<file path="config.mk">
export PLATFORM = sky130hd
export DESIGN_NAME = aer_cor_regs
export DESIGN_NICKNAME = d
export VERILOG_FILES = /design/src/design/aer_pkg.sv /design/src/design/aer_flag_cell.sv /design/src/design/aer_cor_regs.sv
export SDC_FILE = /design/constraint.sdc
export NUM_CORES = 1
export LEC_CHECK = 0
export BUFFER_PORTS_ARGS = -buffer_cell sky130_fd_sc_hd__buf_2
export CORE_ASPECT_RATIO = 0.8
export CORE_MARGIN = 2
export CORE_UTILIZATION = 30
export CTS_BUF_LIST = sky130_fd_sc_hd__clkbuf_8 sky130_fd_sc_hd__clkbuf_16
export CTS_CLUSTER_DIAMETER = 80
export DETAILED_ROUTE_END_ITERATION = 6
export GPL_ROUTABILITY_DRIVEN = 0
export HOLD_SLACK_MARGIN = 0.15
export PLACE_DENSITY = 0.55
export REMOVE_ABC_BUFFERS = 1
export SLEW_MARGIN = 20
export SYNTH_ARGS = -nofsm -noshare
export SYNTH_HDL_FRONTEND = slang
export SYNTH_HIERARCHICAL = 1
export SYNTH_SLANG_ARGS = --single-unit
</file>
<file path="constraint.sdc">
create_clock -name core_clk -period 5.5 [get_ports core_clk]
set_input_delay 0.825 -clock core_clk [delete_from_list [all_inputs] [get_ports core_clk]]
set_output_delay 0.825 -clock core_clk [all_outputs]
set_load 0.1 [all_outputs]
</file>
<file path="src/design/aer_pkg.sv">
// shared constants for the correctable error reporting registers
package aer_pkg;

	// register byte offsets inside extended configuration space
	localparam logic [11:0] AER_COR_FLAGS_OFS   = 12'h110;
	localparam logic [11:0] AER_COR_MASKS_OFS   = 12'h114;
	localparam logic [11:0] AER_CAP_CTRL_OFS    = 12'h118;
	localparam logic [11:0] AER_HDR_DW0_OFS     = 12'h11c;
	localparam logic [11:0] AER_HDR_DW1_OFS     = 12'h120;
	localparam logic [11:0] AER_HDR_DW2_OFS     = 12'h124;
	localparam logic [11:0] AER_HDR_DW3_OFS     = 12'h128;

	// correctable status / mask bit positions
	localparam int ADV_NONFATAL_BIT  = 13;
	localparam int REPLAY_TIMER_BIT  = 12;
	localparam int REPLAY_ROLL_BIT   = 8;
	localparam int LINK_PKT_BIT      = 7;
	localparam int TRANS_PKT_BIT     = 6;
	localparam int RX_DECODE_BIT     = 0;

	// implemented bits of status and mask, everything else reserved
	localparam logic [31:0] COR_IMPL_BITS   = 32'h0000_31c1;
	localparam logic [31:0] COR_FLAGS_RESET = 32'h0000_0000;
	localparam logic [31:0] COR_MASKS_RESET = 32'h0000_2000;

	// capability and control field layout
	localparam int CRC_CHECK_EN_BIT   = 8;
	localparam int CRC_CHECK_CAP_BIT  = 7;
	localparam int CRC_GEN_EN_BIT     = 6;
	localparam int CRC_GEN_CAP_BIT    = 5;
	localparam int FIRST_PTR_MSB      = 4;
	localparam int FIRST_PTR_W        = 5;
	localparam logic [31:0] CAP_CTRL_RESET = 32'h0000_00a0;

	// header log
	localparam int HDR_DWORDS         = 4;
	localparam logic [31:0] HDR_RESET = 32'h0000_0000;

endpackage : aer_pkg

</file>
<file path="src/design/aer_flag_cell.sv">
`timescale 1ns/10ps
// one sticky write-one-to-clear status bit with its block (mask) input
module aer_flag_cell (
	input  wire logic core_clk,
	input  wire logic fundamental_reset_n_n,
	input  wire logic evt,
	input  wire logic blk,
	input  wire logic clr,
	output logic      flag
);
	logic flag_nxt;     // next sticky value

	// a new event wins over a clear arriving in the same cycle
	assign flag_nxt = (flag & ~clr) | (evt & ~blk);      // [RQ1] [RQ9] [RQ21]

	// sticky: only the fundamental reset or a write-one clear returns it to zero
	always_ff @(posedge core_clk) begin
		if (!fundamental_reset_n_n) begin
			flag <= 1'b0;                                 // [RQ17]
		end else begin
			flag <= flag_nxt;
		end
	end
endmodule : aer_flag_cell

</file>
<file path="src/design/aer_cor_regs.sv">
`timescale 1ns/10ps
// Function
// RQ1: status bits clear only by writing one
// RQ2: advisory nonfatal event sets bit 13
// RQ3: replay timer expiry sets bit 12
// RQ4: replay count rollover sets bit 8
// RQ5: decode error during DLLP sets bit 7
// RQ6: decode error during TLP sets bit 6
// RQ7: any decode error sets bit 0
// RQ8: reserved status bits read as zero
// RQ9: mask blocks status, message, log, pointer
// RQ10: mask bits align, reset 0000 2000h
// RQ11: control bit 8 enables CRC checking
// RQ12: bit 7 reads one, check capable
// RQ13: control bit 6 enables CRC generation
// RQ14: bit 5 reads one, generate capable
// RQ15: bits 4:0 hold first error pointer
// RQ16: control register resets 0000 00A0h, reserved zero
// RQ17: sticky fields cleared by fundamental reset only
// RQ18: capture header of latest erroring TLP
// RQ19: earliest transmitted byte in low byte
// RQ20: header log resets zero, fundamental only
// RQ21: zero writes, read-only writes have no effect
module aer_cor_regs (
	input  wire logic         core_clk,
	input  wire logic         rst_n,
	input  wire logic         platform_reset_in_n,
	input  wire logic         global_reset_in_n,
	input  wire logic         cfg_wr_en,
	input  wire logic         cfg_rd_en,
	input  wire logic [11:0]  cfg_addr,
	input  wire logic [31:0]  cfg_wr_data,
	input  wire logic [3:0]   cfg_byte_en,
	output logic      [31:0]  cfg_rd_data,
	output logic              cfg_rd_valid,
	input  wire logic         advisory_nonfatal_evt,
	input  wire logic         replay_timer_expired_evt,
	input  wire logic         replay_rollover_evt,
	input  wire logic         rx_decode_fault_evt,
	input  wire logic         rx_in_link_packet,
	input  wire logic         rx_in_transaction_packet,
	input  wire logic         uncor_err_evt,
	input  wire logic [4:0]   uncor_err_pos,
	input  wire logic         uncor_err_masked,
	input  wire logic         uncor_status_empty,
	input  wire logic         hdr_valid,
	input  wire logic [127:0] hdr_bytes,
	output logic              cor_err_msg,
	output logic              end_crc_check_enable,
	output logic              end_crc_generate_enable,
	output logic              fundamental_reset_n
);
	import aer_pkg::*;

	// six sticky flags, their masks,
	// two crc enables, a first pointer
	// and a four dword header log

	// reset pin synchronisers, first stage read only by the second
	logic                plat_meta_r;      // platform reset, stage one
	logic                plat_sync_r;      // platform reset, stage two
	logic                glob_meta_r;      // global reset, stage one
	logic                glob_sync_r;      // global reset, stage two
	logic                fundamental_reset_n_n_w;         // combined fundamental reset, active low

	// sticky state survives rst_n;
	// only the pins bring it back
	// register state
	logic [31:0]         flags_w;          // status bits from the flag cells
	logic [31:0]         masks_r;          // mask register
	logic [31:0]         masks_nxt;
	logic                chk_en_r;         // crc check enable
	logic                chk_en_nxt;
	logic                gen_en_r;         // crc generate enable
	logic                gen_en_nxt;
	logic [4:0]          first_ptr_r;      // first error pointer
	logic [4:0]          first_ptr_nxt;
	logic [31:0]         hdr_log_r [HDR_DWORDS];   // captured header dwords
	logic [31:0]         hdr_dw_w  [HDR_DWORDS];   // incoming header, packed

	// decode and return are nets
	// around two flops
	// bus side
	logic [31:0]         be_mask_w;        // byte enables widened to bits
	logic [31:0]         wr_bits_w;        // write data limited to enabled lanes
	logic                hit_flags_w;
	logic                hit_masks_w;
	logic                hit_ctrl_w;
	logic                hit_hdr_w;
	logic [1:0]          hdr_idx_w;        // which header dword is addressed
	logic [31:0]         ctrl_view_w;      // capability/control as read
	logic [31:0]         rd_mux_w;         // selected read value
	logic [31:0]         rd_data_r;
	logic                rd_valid_r;

	// events are one-cycle pulses
	// on this same clock
	// error event routing
	logic [31:0]         evt_vec_w;        // events in status bit positions
	logic [31:0]         clr_vec_w;        // write-one clears
	logic                cor_hit_w;        // any unmasked correctable event
	logic                uncor_hit_w;      // unmasked uncorrectable event
	logic                msg_r;
	logic                hdr_load_w;       // header log loads this cycle
	logic                ptr_load_w;       // first pointer loads this cycle

	// no reset here: the pins are the
	// reset, held low at power-up so
	// the unknowns flush out
	// two-flop synchronisers on the asynchronous reset pins
	always_ff @(posedge core_clk) begin
		plat_meta_r <= platform_reset_in_n;
		plat_sync_r <= plat_meta_r;
		glob_meta_r <= global_reset_in_n;
		glob_sync_r <= glob_meta_r;
	end

	// and of two active-low levels
	// is an or of the asserts
	// fundamental reset asserts whenever either source asserts
	assign fundamental_reset_n_n_w = plat_sync_r & glob_sync_r;              // [RQ17]

	// other blocks take their sticky
	// reset from this flop
	// registered copy for the rest of the function
	always_ff @(posedge core_clk) begin
		fundamental_reset_n <= fundamental_reset_n_n_w;
	end


	// exact match only: no aliasing,
	// at the cost of a few comparators
	// odd offsets hit nothing
	// --- address decode ---
	assign hit_flags_w = (cfg_addr == AER_COR_FLAGS_OFS);
	assign hit_masks_w = (cfg_addr == AER_COR_MASKS_OFS);
	assign hit_ctrl_w  = (cfg_addr == AER_CAP_CTRL_OFS);
	// header dwords occupy four consecutive aligned words
	assign hit_hdr_w   = (cfg_addr == AER_HDR_DW0_OFS) | (cfg_addr == AER_HDR_DW1_OFS)
	                   | (cfg_addr == AER_HDR_DW2_OFS) | (cfg_addr == AER_HDR_DW3_OFS);
	assign hdr_idx_w   = (cfg_addr == AER_HDR_DW0_OFS) ? 2'h0 :
	                     (cfg_addr == AER_HDR_DW1_OFS) ? 2'h1 :
	                     (cfg_addr == AER_HDR_DW2_OFS) ? 2'h2 : 2'h3;

	// a lane left off keeps its bits
	// byte enables steer every write, lane by lane
	assign be_mask_w = {{8{cfg_byte_en[3]}}, {8{cfg_byte_en[2]}},
	                    {8{cfg_byte_en[1]}}, {8{cfg_byte_en[0]}}};
	assign wr_bits_w = cfg_wr_data & be_mask_w;

	// one decode fault may set bit 0
	// and bit 6 or 7 in one cycle
	// qualifiers are levels
	// --- event vector in status positions ---
	always_comb begin
		evt_vec_w                   = 32'h0000_0000;
		evt_vec_w[ADV_NONFATAL_BIT] = advisory_nonfatal_evt;                      // [RQ2]
		evt_vec_w[REPLAY_TIMER_BIT] = replay_timer_expired_evt;                   // [RQ3]
		evt_vec_w[REPLAY_ROLL_BIT]  = replay_rollover_evt;                        // [RQ4]
		evt_vec_w[LINK_PKT_BIT]     = rx_decode_fault_evt & rx_in_link_packet;    // [RQ5]
		evt_vec_w[TRANS_PKT_BIT]    = rx_decode_fault_evt
		                            & rx_in_transaction_packet;                   // [RQ6]
		evt_vec_w[RX_DECODE_BIT]    = rx_decode_fault_evt;                        // [RQ7]
	end

	// reserved positions never clear,
	// they have nothing to clear
	// only a one written to an implemented position clears; zeros do nothing
	assign clr_vec_w = (cfg_wr_en & hit_flags_w) ? (wr_bits_w & COR_IMPL_BITS)
	                                             : 32'h0000_0000;           // [RQ1] [RQ21]

	// set wins over a clear in the
	// same cycle, so no event is lost
	// one sticky cell per implemented status bit, reserved bits stay zero
	genvar gi;
	generate
		for (gi = 0; gi < 32; gi++) begin : g_flag
			if (COR_IMPL_BITS[gi]) begin : g_impl
				aer_flag_cell u_cell (
					.core_clk (core_clk),
					.fundamental_reset_n_n   (fundamental_reset_n_n_w),
					.evt      (evt_vec_w[gi]),
					.blk      (masks_r[gi]),
					.clr      (clr_vec_w[gi]),
					.flag     (flags_w[gi])
				);
			end else begin : g_rsvd
				assign flags_w[gi] = 1'b0;                        // [RQ8]
			end
		end
	endgenerate


	// mask gates all side effects
	// before any flop sees them
	// --- masking of side effects ---
	// a masked event neither raises a message nor loads the log
	assign cor_hit_w   = |(evt_vec_w & ~masks_r & COR_IMPL_BITS);               // [RQ9]
	assign uncor_hit_w = uncor_err_evt & ~uncor_err_masked;                     // [RQ9]
	assign hdr_load_w  = hdr_valid & (cor_hit_w | uncor_hit_w);                 // [RQ18]
	// pointer only follows the first unmasked error while status is empty
	assign ptr_load_w  = uncor_hit_w & uncor_status_empty;                      // [RQ15]

	// reserved mask bits stay zero
	// whatever software writes
	// --- mask register next value: only implemented bits are writable ---
	assign masks_nxt = (cfg_wr_en & hit_masks_w)
	                 ? ((masks_r & ~(be_mask_w & COR_IMPL_BITS))
	                   | (wr_bits_w & COR_IMPL_BITS))
	                 : masks_r;                                                 // [RQ10] [RQ21]

	// advisory starts masked
	// mask register, sticky
	always_ff @(posedge core_clk) begin
		if (!fundamental_reset_n_n_w) begin
			masks_r <= COR_MASKS_RESET;                                         // [RQ10] [RQ17]
		end else begin
			masks_r <= masks_nxt;
		end
	end

	// a write with lane 1 off leaves
	// checking alone, lane 0 off
	// leaves generation alone
	// --- capability/control: enables sit in byte lanes 0 and 1 ---
	assign chk_en_nxt = (cfg_wr_en & hit_ctrl_w & cfg_byte_en[1])
	                  ? cfg_wr_data[CRC_CHECK_EN_BIT] : chk_en_r;               // [RQ11]
	assign gen_en_nxt = (cfg_wr_en & hit_ctrl_w & cfg_byte_en[0])
	                  ? cfg_wr_data[CRC_GEN_EN_BIT] : gen_en_r;                 // [RQ13]
	// pointer is hardware-updated only, software writes leave it alone
	assign first_ptr_nxt = ptr_load_w ? uncor_err_pos : first_ptr_r;            // [RQ15] [RQ21]

	// pointer resets to zero with
	// the rest of the register
	// control fields, sticky
	always_ff @(posedge core_clk) begin
		if (!fundamental_reset_n_n_w) begin
			chk_en_r    <= CAP_CTRL_RESET[CRC_CHECK_EN_BIT];                    // [RQ16] [RQ17]
			gen_en_r    <= CAP_CTRL_RESET[CRC_GEN_EN_BIT];
			first_ptr_r <= CAP_CTRL_RESET[FIRST_PTR_MSB:0];
		end else begin
			chk_en_r    <= chk_en_nxt;
			gen_en_r    <= gen_en_nxt;
			first_ptr_r <= first_ptr_nxt;
		end
	end

	// fed from next values so the pins
	// change on the same edge as the
	// register the software reads
	// enables drive the crc engines elsewhere in the function
	always_ff @(posedge core_clk) begin
		if (!fundamental_reset_n_n_w) begin
			end_crc_check_enable    <= CAP_CTRL_RESET[CRC_CHECK_EN_BIT];
			end_crc_generate_enable <= CAP_CTRL_RESET[CRC_GEN_EN_BIT];
		end else begin
			end_crc_check_enable    <= chk_en_nxt;                          // [RQ11]
			end_crc_generate_enable <= gen_en_nxt;                          // [RQ13]
		end
	end

	// writes to capability bits
	// have nowhere to land
	// capability bits are constant ones, reserved bits zero
	always_comb begin
		ctrl_view_w                        = 32'h0000_0000;                     // [RQ16]
		ctrl_view_w[CRC_CHECK_EN_BIT]      = chk_en_r;
		ctrl_view_w[CRC_CHECK_CAP_BIT]     = 1'b1;                              // [RQ12]
		ctrl_view_w[CRC_GEN_EN_BIT]        = gen_en_r;
		ctrl_view_w[CRC_GEN_CAP_BIT]       = 1'b1;                              // [RQ14]
		ctrl_view_w[FIRST_PTR_MSB:0]       = first_ptr_r;                       // [RQ15]
	end


	// log is read-only to software;
	// only an unmasked error loads it
	// limitation: last error wins
	// --- header log ---
	// hdr_bytes[7:0] is the first byte on the wire, so byte k of dword d
	// is wire byte 4*d+k and the earliest lands in the low byte
	generate
		for (gi = 0; gi < HDR_DWORDS; gi++) begin : g_hdr
			assign hdr_dw_w[gi] = hdr_bytes[gi*32 +: 32];                       // [RQ19]
		end
	endgenerate

	// no per-dword enables, which
	// keeps the load a single strobe
	// whole header replaced on each unmasked error with hdr_valid; a 3dw header
	// still writes dword 3 with whatever the link layer supplies
	always_ff @(posedge core_clk) begin
		for (int d = 0; d < HDR_DWORDS; d++) begin
			if (!fundamental_reset_n_n_w) begin
				hdr_log_r[d] <= HDR_RESET;                                      // [RQ20]
			end else if (hdr_load_w) begin
				hdr_log_r[d] <= hdr_dw_w[d];                                    // [RQ18]
			end
		end
	end


	// read mux is combinational,
	// only its result is registered
	// so reads never disturb state
	// --- read path ---
	// unmapped offsets read as zero; reads have no side effect
	assign rd_mux_w = hit_flags_w ? flags_w :                                   // [RQ8]
	                  hit_masks_w ? masks_r :
	                  hit_ctrl_w  ? ctrl_view_w :
	                  hit_hdr_w   ? hdr_log_r[hdr_idx_w] : 32'h0000_0000;

	// data holds until the next read
	// valid stands one cycle
	// read answer one cycle after the request
	always_ff @(posedge core_clk) begin
		if (!rst_n || !fundamental_reset_n_n_w) begin
			rd_data_r  <= 32'h0000_0000;
			rd_valid_r <= 1'b0;
		end else begin
			rd_data_r  <= cfg_rd_en ? rd_mux_w : rd_data_r;
			rd_valid_r <= cfg_rd_en;
		end
	end

	// not queued: the message engine
	// must take each pulse as it comes
	// several events in a cycle: one pulse
	// correctable error message request, one pulse per unmasked event cycle
	always_ff @(posedge core_clk) begin
		if (!rst_n || !fundamental_reset_n_n_w) begin
			msg_r <= 1'b0;
		end else begin
			msg_r <= cor_hit_w;                                                 // [RQ9]
		end
	end

	// outputs come straight from flops
	// so no decode glitch reaches
	// the config port
	assign cfg_rd_data  = rd_data_r;
	assign cfg_rd_valid = rd_valid_r;
	assign cor_err_msg  = msg_r;

endmodule : aer_cor_regs

</file>
* Word level (Yosys, flattened, before mapping) *
Memories as Yosys holds them, arrays and structs flattened.
Index checks and enable logic that the tools add are counted.

storage, ports and cells
  word-level logic and storage cells = 102
  output and inout port bits = 37
  bits in writable memories = 128
  memories kept = 1
  register bits after elaboration = 84

memory list
  memory     depth  bits a word  rd ports  clocked after memory_dff  write ports  line                RTL
  hdr_log_r  4      32           1         0                         4            aer_cor_regs.sv:78  logic [31:0] hdr_log_r [HDR_DWORDS];

cells by class
  reduce and logical (&&, ||, !) cells = 4
  mux-type cells = 16
  eq/ne operators = 7
  bitwise gates (word level) = 56

operators with widths
  operator                                                                 count
  32-bit two-way mux                                                       8
  12-bit by 9-bit equality test with 1-bit output (second input constant)  7
  32-bit bitwise AND                                                       1
  14-bit inverter with 32-bit output                                       1
  32-bit by 14-bit bitwise OR with 32-bit output                           1
  14-bit bitwise AND                                                       2
  1-bit bitwise AND                                                        23
  14-bit two-way mux                                                       1
  14-bit inverter                                                          1
  1-bit bitwise OR                                                         14
  1-bit inverter                                                           13
  6-bit OR reduction                                                       1
  1-bit two-way mux                                                        5
  2-bit two-way mux                                                        2
  1-bit logical NOT                                                        2
  1-bit logical OR                                                         1

* Depth between registers and ports, before layout *
  word-level depth = 9
  depth in mapped cells = 9
  depth with buffers taken out = 8

* Cells and area by module *
Netlist, hierarchy kept.

modules (own cells, without submodules)
  module         area each (µm²)  cells an instance  instances
  aer_cor_regs   8085.3           696                1
  aer_flag_cell  43.8             4                  6

* Worst setup path before layout *
No wires, ideal clock.

  path type = input port to flip-flop
  from = in uncor_err_evt
  to = mem hdr_log_r[0][0], enable pin
  setup time = 1.112 ns
  path buffers = 1
  required time = 4.388 ns
  arrival time = 3.517 ns
  cell stages on the path = 4
  path slack = 0.871 ns
  cells stage by stage = nor2b_1 -> clkbuf_1 -> o31ai_1 -> nand2_1

RTL lines
  element      line                RTL
  from (decl)  aer_cor_regs.sv:42  input wire logic uncor_err_evt,
  to (decl)    aer_cor_regs.sv:78

* Worst setup path after layout *
  from = in cfg_addr[3]
  to = reg rd_data_r[13], in the netlist cfg_rd_data[13]

on the way
  word-level cells in the longest chain between the ends = 9
  elaborated cells on any way between the ends = 18

ends and longest elaborated chain
  element                                          line                                      RTL
  from (decl)                                      aer_cor_regs.sv:31                        input wire logic [11:0] cfg_addr,
  12-bit by 9-bit equality test with 1-bit output  aer_cor_regs.sv:140, aer_cor_regs.sv:143
  1-bit two-way mux                                aer_cor_regs.sv:143                       (cfg_addr == AER_HDR_DW2_OFS) ? 2'h2 : 2'h3;
  2-bit two-way mux                                aer_cor_regs.sv:142                       (cfg_addr == AER_HDR_DW1_OFS) ? 2'h1 :
  2-bit two-way mux                                aer_cor_regs.sv:141                       assign hdr_idx_w = (cfg_addr == AER_HDR_DW0_OFS) ? 2'h0 :
  memory 4 x 32 bit                                -
  32-bit two-way mux                               aer_cor_regs.sv:310                       hit_hdr_w ? hdr_log_r[hdr_idx_w] : 32'h0000_0000;
  32-bit two-way mux                               aer_cor_regs.sv:309                       hit_ctrl_w ? ctrl_view_w :
  32-bit two-way mux                               aer_cor_regs.sv:308                       hit_masks_w ? masks_r :
  32-bit two-way mux (*)                           aer_cor_regs.sv:307                       assign rd_mux_w = hit_flags_w ? flags_w :
  to (signal assigned)                             aer_cor_regs.sv:320                       rd_data_r <= cfg_rd_en ? rd_mux_w : rd_data_r;
  to (decl)                                        aer_cor_regs.sv:93                        logic [31:0] rd_data_r;

Every way passes the cells marked *; elsewhere a longest branch is shown, timed or not.
A chain may end at the register's enable or synchronous reset.

==> flow_summary.yaml <==
outcome:
  status: "complete, no violations"
power:
  switching_share_pct: 23.87
  p_per_area_mw_per_mm2: 285.2
  p_clk_share_pct: 39.6
  p_leak_nw: 4.189
  power_frac_seq_pct: 53.6
  vdd_ir_drop_max_v: 0.0001968
  power_switching_mw: 0.6990
  combPwrFrac_pct: 6.8
  p_int_mw: 2.230
floorplan:
  start_util_pct: 30.58
  die_w_um: 190.5
  ioPinCount: 234
  core_mm2: 0.02730
  die_h_um: 153.2
  num_rows: 54
  dieArea_mm2: 0.02918
placed_design:
  place_area_mm2: 0.009732
  hpwl_mm: 16.11
  dp_slack_ns: 1.725
  portBuffers: 205
  placed_cells: 1253
final_layout:
  final_area_mm2: 0.01027
  final_cell_mix: "205 x buf_2, 159 x and2_1, 128 x edfxtp_1, 58 x dfxtp_1, 39 x nand2_1"
  nNetsFinal: 1105
  drive_gt1_share_pct: 29.42
  final_common_cell: "buf_2"
  finalNonFillerCells: 1286
  synthToLayoutAreaGrowth_pct: 23.02
clocking:
  cts-root-buf: "clkbuf_16"
  ctsResizeCount: 0
  postCtsHoldBufs: 0
  clkTransAtPathRegs_ns: 0.08
  cts_made_buffers: 17
  cts_tree: "yes"
  cts_buffer_depth: 2
  clk_latency_ns: 0.43
  htreeDepth: 4
  postCtsSetupBuffers: 0
  cts.sinks: 186
timing:
  drv_slew: 0
  fin_ws_ns: 2.298
  clock_skew_ns: 0.01486
  fin_crit_ns: 3.202
  hold_viol_final: 0
  rsz0062_at_grt: "false"
  tightest_slew_ns: 1.045
  setup-tns-final_ns: 0
  setup_violations: 0
  relSlewSlack_pct: 30.32
  fin_crit_sh_pct: 58.22
  max_freq_ghz: 0.3123
synth:
  synthArstFlopShare_pct: 0
  synth_flop_cell: "edfxtp_1"
  synth_seq_cells: 186
  syn_inst: 720
  ys_types: 56
  syn_area_per_cell_um2: 11.59
  yosysWarningCount: 6
  syn_area_mm2: 0.008348
  synth_edf_count: 128
  yosysSeqAreaShare_pct: 59.95
critical_path:
  cp_top_family: "compound AO/OA/AOI/OAI gates"
  path_buf_inv: 2
  endpoint_kind: "register"
  critPathArrivalTime_ns: 3.52
  path_cells: "buf_2 > nor4b_1 > o211ai_1 > buf_4 > mux2_2 > o221ai_1 > a21oi_1"
  crit_required_ns: 5.81
  cp_slowest_stage_delay_ns: 0.84
  start_kind: "input pin"
  path_max_fanout: 36
  crit_type: "in2reg"
  slowest_stage: "o211ai_1"
route:
  wl_per_cell_um: 18.44
  vias_per_cell: 4.874
  drt-total-wl_mm: 23.71
  met3_length_mm: 1.281
  via_count: 6268
  ant_nets: 0
  drt-met1-wl_mm: 11.20
  remaining_drc_errors: 0
  firstDrtPassIters: 4
  wl_met2_mm: 10.91
  highest_layer: "met4"
  initialDrtViolationCount: 353
global_routing:
  track_usage_pct: 16.38
  antenna_found_initial: 1
  grt_start_max_net_pins: 56
  overflow: 0
  grt_pass1_wl_mm: 35.79
  grt_pass1_vias: 6097
flow_run:
  max_cap_viol_count: 0
hold_path:
  hold_class: "reg2reg"
## routing by layer
layer,vias up,global-route usage (%)
li1,3024,-
met4,0,4.799
met3,19,3.352
met5,-,0
met1,3045,22.86
met2,180,25.63
## through the flow
stage | hold slack, ns | utilization [%] | total power, mW
global placement | 0.3112 | 35.65 | 1.800
floorplan | 0.3096 | - | 1.694
finish | 0.3331 | 37.62 | 2.929
detailed placement | 0.3164 | 35.65 | 1.803
CTS | 0.3359 | 37.61 | 2.977
global route | 0.3398 | 37.62 | 3.049
## cell type report
type,count,area (µm²)
diodes,1,2.502
clock buffers,17,425.4
fillers,2753,17030
multi-input cells,473,3107
well taps,364,455.4
inverters,13,48.80
clock inverters,15,110.1
repair buffers,217,1116
flip-flops and latches,186,5005
## synthesized netlist by cell type (5+ instances only)
cell type	instances	area share [%]
mux2i_1	8	0.96
nor2b_1	12	0.90
a21oi_1	21	1.3
o221ai_1	6	0.63
nor4_1	6	0.45
inv_1	13	0.58
buf_2	7	0.42
nor2_1	24	1.1
a221o_1	6	0.72
nor4b_1	5	0.52
dfxtp_1	58	14
a21boi_2	6	0.81
edfxtp_1	128	46
o32ai_1	7	0.73
and2_1	159	12
clkbuf_1	37	1.7
nand2b_1	21	1.6
o31ai_1	19	1.7
nand3_1	9	0.54
nand2_1	40	1.8
o22ai_1	33	2.5
o21ai_0	10	0.60
a211oi_1	21	1.9
## state kept, by name, summed over array words and instances, names as in the netlist, named ones only
| signal | cells |
|---|---|
| plat_meta_r | 1 |
| cfg_rd_data | 32 |
| fundamental_reset_n | 1 |
| end_crc_check_enable | 1 |
| cfg_rd_valid | 1 |
| glob_sync_r | 1 |
| end_crc_generate_enable | 1 |
| hdr_log_r | 128 |
| plat_sync_r | 1 |
| first_ptr_r | 5 |
| g_flag.g_impl.u_cell/flag | 6 |
| cor_err_msg | 1 |
| glob_meta_r | 1 |
## final timing paths
check / from / end / slack [ns] / depth (start not counted)
max: cfg_addr[3] / cfg_rd_data[13] / 2.30 / 7
min: glob_meta_r / glob_sync_r / 0.33 / 0
max reg2reg: register / hdr_log_r[3][15] / 2.74 / 5
min reg2reg: glob_meta_r / glob_sync_r / 0.33 / 0
## kinds of logic after synthesis
family / after synthesis / synth area share, %
AND/OR/NAND/NOR: 302 / 21.28
multiplexers: 10 / 1.229
buffers and inverters: 61 / 3.072
flip-flops: 186 / 59.95
AO/OA/AOI/OAI: 161 / 14.46
## power by group through the flow
stage	Combinational (mW)	Clock [mW]	Sequential, mW
finish	0.199	1.16	1.57
floorplan	0.0866	0	1.61
global route	0.221	1.25	1.58
CTS	0.201	1.20	1.57
global placement	0.199	0	1.60
detailed placement	0.200	0	1.60
Power figures use the tool's default switching activity.
